## src/common/storm_bank_defines.vh

```
// Offsets, field positions, reset values and timing counts of the bank
`ifndef STORM_BANK_DEFINES_VH
`define STORM_BANK_DEFINES_VH

// Register offsets
`define OFS_LIMIT_HIGH_CTRL  8'h06
`define OFS_LIMIT_LOW        8'h07
`define OFS_FACTORY_A        8'h08
`define OFS_FACTORY_B        8'h09
`define OFS_FACTORY_C        8'h0A
`define OFS_LED_TAG          8'h0B

// Reset values
`define RST_LIMIT_HIGH_CTRL  8'h00
`define RST_LIMIT_LOW        8'h63
`define RST_FACTORY_A        8'h00
`define RST_FACTORY_B        8'h24
`define RST_FACTORY_C        8'h35
`define RST_LED_TAG_FIXED    8'h08

// Field positions in the LED/tag register
`define BIT_LED_SEL_HI       7
`define BIT_RSVD_HI          5
`define BIT_TEST_MODE        4
`define BIT_RSVD_LO          2
`define BIT_LED_SEL_LO       1
`define BIT_TAG_MODE         0

// Metering periods in microseconds and clock rate in kHz
`define PERIOD_100M_US       67000
`define PERIOD_10M_US        500000
`define CLK_KHZ              25000
`define PERIOD_100M_CYC      ((`PERIOD_100M_US / 1000) * `CLK_KHZ)
`define PERIOD_10M_CYC       ((`PERIOD_10M_US / 1000) * `CLK_KHZ)

`endif

```

## src/logic/meter_period_timer.v

```verilog
// Metering period timer: one-cycle pulse at each period boundary
`timescale 1ns/10ps
module meter_period_timer #(
  parameter CNT_W      = 24,
  parameter FAST_CYCLES = 1675000,
  parameter SLOW_CYCLES = 12500000
) (
  // Clock and reset
  input  wire             clk,
  input  wire             rst_n,
  // Speed select: 1 means 10 Mbps
  input  wire             slow_speed,
  // Boundary pulse
  output reg              period_tick
);

  reg  [CNT_W-1:0] count_ff;
  wire [CNT_W-1:0] limit;

  // Terminal count chosen by port speed
  assign limit = slow_speed ? SLOW_CYCLES[CNT_W-1:0] - 1'b1
                            : FAST_CYCLES[CNT_W-1:0] - 1'b1;

  // Free running period counter
  always @(posedge clk or negedge rst_n) begin
    if (!rst_n) begin
      count_ff    <= {CNT_W{1'b0}};
      period_tick <= 1'b0;
    end else if (count_ff >= limit) begin
      count_ff    <= {CNT_W{1'b0}};
      period_tick <= 1'b1;
    end else begin
      count_ff    <= count_ff + 1'b1;
      period_tick <= 1'b0;
    end
  end

endmodule

```

## src/logic/storm_port_meter.v

```verilog
// Per-port broadcast block counter with discard decision
`timescale 1ns/10ps
module storm_port_meter (
  // Clock and reset
  input  wire        clk,
  input  wire        rst_n,
  // Period boundary and limit
  input  wire        period_tick,
  input  wire [10:0] limit,
  // One 64-byte broadcast block seen on this port
  input  wire        block_seen,
  // Discard further broadcast data
  output wire        discard
);

  reg [10:0] blocks_ff;
  reg [10:0] nxt_blocks;

  // Discard once count reaches limit
  assign discard = (blocks_ff >= limit);

  // Next count: restart at boundary, saturate at limit
  always @* begin
    nxt_blocks = blocks_ff;
    if (period_tick) begin
      nxt_blocks = 11'h000;
    end else if (block_seen && !discard) begin
      nxt_blocks = blocks_ff + 11'h001;
    end
  end

  always @(posedge clk or negedge rst_n) begin
    if (!rst_n) begin
      blocks_ff <= 11'h000;
    end else begin
      blocks_ff <= nxt_blocks;
    end
  end

endmodule

```

## src/logic/switch_global_control_bank.v

```verilog
// Global control bank: storm threshold, factory bytes, LED and tag mode
//
// Added by the designer: strobed register access.
`timescale 1ns/10ps
`include "storm_bank_defines.vh"
module switch_global_control_bank #(
  parameter NUM_PORTS   = 3,
  parameter FAST_CYCLES = `PERIOD_100M_CYC,
  parameter SLOW_CYCLES = `PERIOD_10M_CYC
) (
  // Clock and reset
  input  wire                 clk,
  input  wire                 rst_n,
  // Register port
  input  wire [7:0]           reg_addr,
  input  wire [7:0]           reg_wdata,
  input  wire                 reg_wr,
  input  wire                 reg_rd,
  output reg  [7:0]           reg_rdata,
  // Strap pins
  input  wire                 strap_led_hi,
  input  wire                 strap_led_lo,
  // Per-port metering
  input  wire [NUM_PORTS-1:0] port_slow,
  input  wire [NUM_PORTS-1:0] bcast_block,
  output wire [NUM_PORTS-1:0] bcast_discard,
  // Mode outputs
  output wire [1:0]           led_mode,
  output wire                 test_mode,
  output wire                 direct_forward_tag_mode,
  output wire [10:0]          storm_limit
);

  // ==========================================================
  // Strap sampling
  // ==========================================================
  reg [1:0] strap_sync1_ff;
  reg [1:0] strap_sync2_ff;
  reg       strap_loaded_ff;

  // Two-stage synchroniser, unreset so it samples during reset
  always @(posedge clk) begin
    strap_sync1_ff <= {strap_led_hi, strap_led_lo};
    strap_sync2_ff <= strap_sync1_ff;
  end

  // Marks the first load after release
  always @(posedge clk or negedge rst_n) begin
    if (!rst_n) begin
      strap_loaded_ff <= 1'b0;
    end else begin
      strap_loaded_ff <= 1'b1;
    end
  end

  // ==========================================================
  // Registers
  // ==========================================================
  reg [7:0] limit_high_ctrl_ff;
  reg [7:0] broadcast_limit_low_ff;
  reg [7:0] factory_test_a_ff;
  reg [7:0] factory_test_b_ff;
  reg [7:0] factory_test_c_ff;
  reg       strap_done_ff;
  wire      strap_load;
  wire      wr_hi;
  wire      wr_low;
  wire      wr_fa;
  wire      wr_fb;
  wire      wr_fc;
  wire      wr_led;

  // ==========================================================
  // Write decode
  // ==========================================================

  // One-cycle strap load, second edge after release
  assign strap_load = strap_loaded_ff && !strap_done_ff;

  // Write strobes; a LED/tag write in the strap cycle loses
  assign wr_hi  = reg_wr && (reg_addr == `OFS_LIMIT_HIGH_CTRL);
  assign wr_low = reg_wr && (reg_addr == `OFS_LIMIT_LOW);
  assign wr_fa  = reg_wr && (reg_addr == `OFS_FACTORY_A);
  assign wr_fb  = reg_wr && (reg_addr == `OFS_FACTORY_B);
  assign wr_fc  = reg_wr && (reg_addr == `OFS_FACTORY_C);
  assign wr_led = reg_wr && (reg_addr == `OFS_LED_TAG) && !strap_load;

  // ==========================================================
  // Strap load control
  // ==========================================================

  // Strap load done flag
  always @(posedge clk or negedge rst_n) begin
    if (!rst_n) begin
      strap_done_ff <= 1'b0;
    end else if (strap_load) begin
      strap_done_ff <= 1'b1;
    end
  end

  // ==========================================================
  // Threshold and factory bytes
  // ==========================================================

  // Threshold high control, only bits 2..0 used
  always @(posedge clk or negedge rst_n) begin
    if (!rst_n) begin
      limit_high_ctrl_ff <= `RST_LIMIT_HIGH_CTRL;
    end else if (wr_hi) begin
      limit_high_ctrl_ff <= reg_wdata;
    end
  end

  // Threshold low byte
  always @(posedge clk or negedge rst_n) begin
    if (!rst_n) begin
      broadcast_limit_low_ff <= `RST_LIMIT_LOW;
    end else if (wr_low) begin
      broadcast_limit_low_ff <= reg_wdata;
    end
  end

  // Factory test byte A
  always @(posedge clk or negedge rst_n) begin
    if (!rst_n) begin
      factory_test_a_ff <= `RST_FACTORY_A;
    end else if (wr_fa) begin
      factory_test_a_ff <= reg_wdata;
    end
  end

  // Factory test byte B
  always @(posedge clk or negedge rst_n) begin
    if (!rst_n) begin
      factory_test_b_ff <= `RST_FACTORY_B;
    end else if (wr_fb) begin
      factory_test_b_ff <= reg_wdata;
    end
  end

  // Factory test byte C
  always @(posedge clk or negedge rst_n) begin
    if (!rst_n) begin
      factory_test_c_ff <= `RST_FACTORY_C;
    end else if (wr_fc) begin
      factory_test_c_ff <= reg_wdata;
    end
  end

  // ==========================================================
  // LED and tag register fields
  // ==========================================================
  localparam [7:0] LED_TAG_RST = `RST_LED_TAG_FIXED;

  reg        led_sel_hi_ff;
  reg  [1:0] led_rsvd_hi_ff;
  reg        test_mode_ff;
  reg  [1:0] led_rsvd_lo_ff;
  reg        led_sel_lo_ff;
  reg        tag_mode_ff;
  wire [7:0] led_and_tag_control;

  // Register image for reads
  assign led_and_tag_control = {led_sel_hi_ff, led_rsvd_hi_ff, test_mode_ff,
                                led_rsvd_lo_ff, led_sel_lo_ff, tag_mode_ff};

  // High LED select: strap at load, then software
  always @(posedge clk or negedge rst_n) begin
    if (!rst_n) begin
      led_sel_hi_ff <= LED_TAG_RST[`BIT_LED_SEL_HI];
    end else if (strap_load) begin
      led_sel_hi_ff <= strap_sync2_ff[1];
    end else if (wr_led) begin
      led_sel_hi_ff <= reg_wdata[`BIT_LED_SEL_HI];
    end
  end

  // Upper spare pair, reset 00, software writable
  always @(posedge clk or negedge rst_n) begin
    if (!rst_n) begin
      led_rsvd_hi_ff <= LED_TAG_RST[`BIT_RSVD_HI +: 2];
    end else if (wr_led) begin
      led_rsvd_hi_ff <= reg_wdata[`BIT_RSVD_HI +: 2];
    end
  end

  // Test mode enable, reset 0
  always @(posedge clk or negedge rst_n) begin
    if (!rst_n) begin
      test_mode_ff <= LED_TAG_RST[`BIT_TEST_MODE];
    end else if (wr_led) begin
      test_mode_ff <= reg_wdata[`BIT_TEST_MODE];
    end
  end

  // Lower spare pair, default 10
  always @(posedge clk or negedge rst_n) begin
    if (!rst_n) begin
      led_rsvd_lo_ff <= LED_TAG_RST[`BIT_RSVD_LO +: 2];
    end else if (wr_led) begin
      led_rsvd_lo_ff <= reg_wdata[`BIT_RSVD_LO +: 2];
    end
  end

  // Low LED select: strap at load, then software
  always @(posedge clk or negedge rst_n) begin
    if (!rst_n) begin
      led_sel_lo_ff <= LED_TAG_RST[`BIT_LED_SEL_LO];
    end else if (strap_load) begin
      led_sel_lo_ff <= strap_sync2_ff[0];
    end else if (wr_led) begin
      led_sel_lo_ff <= reg_wdata[`BIT_LED_SEL_LO];
    end
  end

  // Direct forward tag handling, reset 0
  always @(posedge clk or negedge rst_n) begin
    if (!rst_n) begin
      tag_mode_ff <= LED_TAG_RST[`BIT_TAG_MODE];
    end else if (wr_led) begin
      tag_mode_ff <= reg_wdata[`BIT_TAG_MODE];
    end
  end

  // ==========================================================
  // Read port
  // ==========================================================
  reg [7:0] nxt_rdata;

  // Read mux, unmapped reads zero
  always @* begin
    case (reg_addr)
      `OFS_LIMIT_HIGH_CTRL: nxt_rdata = limit_high_ctrl_ff;
      `OFS_LIMIT_LOW:       nxt_rdata = broadcast_limit_low_ff;
      `OFS_FACTORY_A:       nxt_rdata = factory_test_a_ff;
      `OFS_FACTORY_B:       nxt_rdata = factory_test_b_ff;
      `OFS_FACTORY_C:       nxt_rdata = factory_test_c_ff;
      `OFS_LED_TAG:         nxt_rdata = led_and_tag_control;
      default:              nxt_rdata = 8'h00;
    endcase
  end

  // Read data valid the cycle after the strobe only
  always @(posedge clk or negedge rst_n) begin
    if (!rst_n) begin
      reg_rdata <= 8'h00;
    end else if (reg_rd) begin
      reg_rdata <= nxt_rdata;
    end else begin
      reg_rdata <= 8'h00;
    end
  end

  // ==========================================================
  // Mode outputs
  // ==========================================================
  assign led_mode = {led_sel_hi_ff, led_sel_lo_ff};
  assign test_mode = test_mode_ff;
  assign direct_forward_tag_mode = tag_mode_ff;

  // Eleven-bit threshold
  assign storm_limit = {limit_high_ctrl_ff[2:0],
                        broadcast_limit_low_ff};

  // ==========================================================
  // Broadcast storm metering
  // ==========================================================
  genvar p;
  generate
    for (p = 0; p < NUM_PORTS; p = p + 1) begin : g_port
      wire tick;
      // Period timer per port speed
      meter_period_timer #(
        .CNT_W       (24),
        .FAST_CYCLES (FAST_CYCLES),
        .SLOW_CYCLES (SLOW_CYCLES)
      ) u_timer (
        .clk         (clk),
        .rst_n       (rst_n),
        .slow_speed  (port_slow[p]),
        .period_tick (tick)
      );
      // Block counter and discard
      storm_port_meter u_meter (
        .clk         (clk),
        .rst_n       (rst_n),
        .period_tick (tick),
        .limit       (storm_limit),
        .block_seen  (bcast_block[p]),
        .discard     (bcast_discard[p])
      );
    end
  endgenerate

endmodule

```

## config.mk

```make
export PLATFORM = sky130hd
export DESIGN_NAME = switch_global_control_bank
export DESIGN_NICKNAME = d
export VERILOG_FILES = /design/src/logic/meter_period_timer.v /design/src/logic/storm_port_meter.v /design/src/logic/switch_global_control_bank.v
export VERILOG_INCLUDE_DIRS = /design/src /design/src/common
export SDC_FILE = /design/constraint.sdc
export NUM_CORES = 1
export LEC_CHECK = 0
export BUFFER_PORTS_ARGS = -buffer_cell sky130_fd_sc_hd__buf_2
export CORE_MARGIN = 2
export CORE_UTILIZATION = 40
export DETAILED_ROUTE_END_ITERATION = 8
export REMOVE_ABC_BUFFERS = 1
export SKIP_LAST_GASP = 1
export SLEW_MARGIN = 20
export SYNTH_ARGS = -nofsm -noshare
export SYNTH_HDL_FRONTEND = slang
export SYNTH_SLANG_ARGS = --single-unit
```

## constraint.sdc

```tcl
create_clock -name clk -period 3.2 [get_ports clk]
set_input_delay 0 -clock clk [delete_from_list [all_inputs] [get_ports clk]]
set_output_delay 0 -clock clk [all_outputs]
set_load 0.03 [all_outputs]
```

==> results.md <==
* Fill count at 2308
* GRT Resource Usage Total at 16.5%
* TritonRoute pass-1 iters at 4
* Vias per inst at 5.21
* PwrDens at 534 nW/um^2
* Die Y-Extent at 162 um
* Post-synthesis area per instance at 10.4 sq um
* Die area at 26200 sq um
* R2R Setup Slk at 540 ps
* Clock-pin slew of the registers on the worst-case setup and hold paths at 80 ps
* Worst setup path class: register to register
* Top-area cell type share of the netlist area at 38.9%
* RSZ-0062 raised after global routing: no
* Req. time, crit path at 3520 ps
* Drt wl/cell at 15.1 um
* CTS resizes at 0
* Count of pins over their slew limit at 0
* Syn Std Cell Area at 9960 sq um
* # rows at 57
* Largest net degree at the start of global routing at 72
* Ant diodes at 0
* Final core utilization at 46.0%
* Antenna-violating nets left at 0
* Worst vdd ir at 0.362 mV
* Worst-Margin Slew at 835 ps
* IO Port Bufs at 53
* Clock Sinks at 170
* Internal Pwr Total at 3.95 mW
* Seq pwr share at 42.8%
* EDFF count, synth at 0
* Post-Route WL at 20.4 mm
* Sequential area share after synthesis at 42.7%
* CTS tree: built
* Post-CTS Setup Bufs at 0
* Logic pwr share at 23.0%
* Final Cycle Share at 83.0%
* Crit. End Element: register
* Mapped Cells at 956
* Longest Clk Path Bufs at 2
* Sw Share at 34.1%
* FF/Latch Area at 4250 sq um
* Post-CTS Hold Buffers at 12
* Top post-synthesis cells by area: dfrtp_1 (39%), ha_1 (9.4%), mux2_2 (8.0%)
* FF+latch count, synth at 170
* CP Launch Type: register
* Layout cells sized above 1 at 21.0%
* Status: finished clean
* H-Tree Depth at 4
* Clk Tree Root Cell: clkbuf_16
* Total CTS buffers at 17
* Max Cap Viol at 0
* Post-route DRC violation count at 0
* Nets@finish at 1114
* Clk pwr share at 34.2%
* Hold Crit Class: primary input to register
* Skew final at 11.1 ps
* Clk_lat worst skew at 430 ps
* YS warnings at 0
* Ports at 54
* Vias in the first global route at 6999
* Multi-input gate area at 5360 sq um
* Initial antenna violation count at 1
* GP Congestion at 0.831
* Slew headroom at 44.2%
* Setup violators final at 0
* Synth area leader: dfrtp_1
* FF-to-FF path depth at 6
* DIE WIDTH at 162 um
* Post-detail-place hpwl at 14.6 mm
* Number of unique standard cell types used by synthesis at 70
* Setup TNS Final at 0 ps
* Fmax at 0.377 GHz
* Inst Count DP at 1304
* Via count at 7023
* Core footprint at 24400 sq um
* Critical Path AT at 2970 ps
* Grt total ovfl at 0
* Switching power at 2.04 mW
* Most used DFF post-synth: dfrtp_1
* Cell Count, Final, Fillers Out at 1348
* Leak Pwr at 5.13 nW
* Global-route wire length before repair at 35.2 mm
* Initial Util at 40.8%
* CP Max Fanout at 12
* Hold path cells at 4
* Final Hold Vio Count at 0
* Area delta synth->final at 12.7%
* Asr flop ratio synth at 97.6%
* First DRT Iteration DRCs at 352
* Final worst path period need at 2660 ps
## cell type report
| type | instances | share of cell area (%) |
|---|---|---|
| sequential | 170 | 37.8 |
| inverter | 44 | 1.47 |
| tap | 324 | 3.61 |
| timing repair buffer | 74 | 4.09 |
| clock buffer | 18 | 3.91 |
| clock inverter | 14 | 1.36 |
| multi-input combinational | 704 | 47.7 |
## worst max-delay path, cell delays in order, from the launching register on
cell and delay, ps:
dfrtp_1 400, inv_1 120, ha_1 310, and3_1 330, a311o_1 560, a2111oi_0 430, mux2_2 380
## path summary, 6_finish.rpt
kind | from | to
setup / recovery | limit_high_ctrl_ff[1] | g_port[0].u_meter.blocks_ff[3]
hold / removal | bcast_block[0] | g_port[0].u_meter.blocks_ff[1]
setup reg to reg | limit_high_ctrl_ff[1] | g_port[0].u_meter.blocks_ff[3]
hold reg to reg | strap_sync1_ff[0] | strap_sync2_ff[0]
max in group asynchronous | rst_n | broadcast_limit_low_ff[0]
min in group asynchronous | rst_n | g_port[2].u_meter.blocks_ff[5]
## flip-flops by register name, summed over array words and instances, names as in the netlist, 2 cells and up
register                    cells
broadcast_limit_low_ff          8
factory_test_a_ff               8
factory_test_b_ff               8
factory_test_c_ff               8
g_port.u_meter.blocks_ff       33
g_port.u_timer.count_ff        72
g_port.u_timer.period_tick      3
led_rsvd_hi_ff                  2
led_rsvd_lo_ff                  2
limit_high_ctrl_ff              8
reg_rdata                       8
strap_sync1_ff                  2
strap_sync2_ff                  2
## cells by family after synthesis
family | after synthesis | synth area share, %
other | 1 | 0.0377
adders and majority gates | 75 | 9.42
DFF | 170 | 42.7
AOI/OAI and AO/OA | 116 | 9.15
xor gates and xnor gates | 64 | 5.63
buffers and inverters | 82 | 3.61
and+or+nand+nor | 361 | 18.8
muxes | 87 | 10.7
## power groups by stage
stage,sequential (mW),combinational [mW],clock (mW)
CTS,2.56,1.39,2.11
global route,2.59,1.56,2.21
detailed placement,2.60,1.38,0
floorplan,2.54,0.998,0
finish,2.56,1.38,2.05
global placement,2.59,1.35,0
## synthesized netlist by cell type (all sizes together) (22+ instances only)
cell type / number
a211oi: 22
a21oi: 25
dfrtp: 155
ha: 75
inv: 44
mux2: 75
nand2: 57
nand3: 43
nand4: 27
nor2: 127
nor2b: 33
xnor2: 35
xor2: 29
## per-stage QoR
step                worst slack (ps)  total power, mW  hold WS, ps  instance area, sq um
floorplan                        578             3.54         -296                  9760
global placement                 606             3.94         74.6                 10500
detailed placement               566             3.97         79.3                 10500
CTS                              551             6.06         1.94                 11200
global route                     376             6.36         42.7                 11200
finish                           545             5.99         19.0                 11200
## cells in the final DEF (no fill, tap or decap), types with 4 or more instances in the layout
cell,n
dfrtp_1,155
nor2_1,125
ha_1,75
mux2_2,71
nand2_1,56
buf_2,52
inv_1,44
nand3_1,43
xnor2_1,35
nor2b_1,33
xor2_1,29
nand4_1,26
a21oi_1,24
a211oi_1,21
and3_1,17
clkbuf_16,17
o21ai_0,13
nor3_1,12
dlygate4sd3_1,12
dfstp_2,11
a21o_1,10
a2111oi_2,9
buf_4,9
mux4_2,8
a22oi_1,8
and2_1,7
nand2b_1,6
nor4_1,6
a31oi_1,5
and4_1,4
nor4_4,4
mux2i_1,4
mux2_1,4
inv_8,4
dfxtp_1,4
## layer usage
layer	GRT usage [%]	wire [um]
met2	26.5	9400
met5	0	13
met1	23.0	10300
met3	3.37	528
met4	3.78	204
Power figures use the tool's default switching activity.
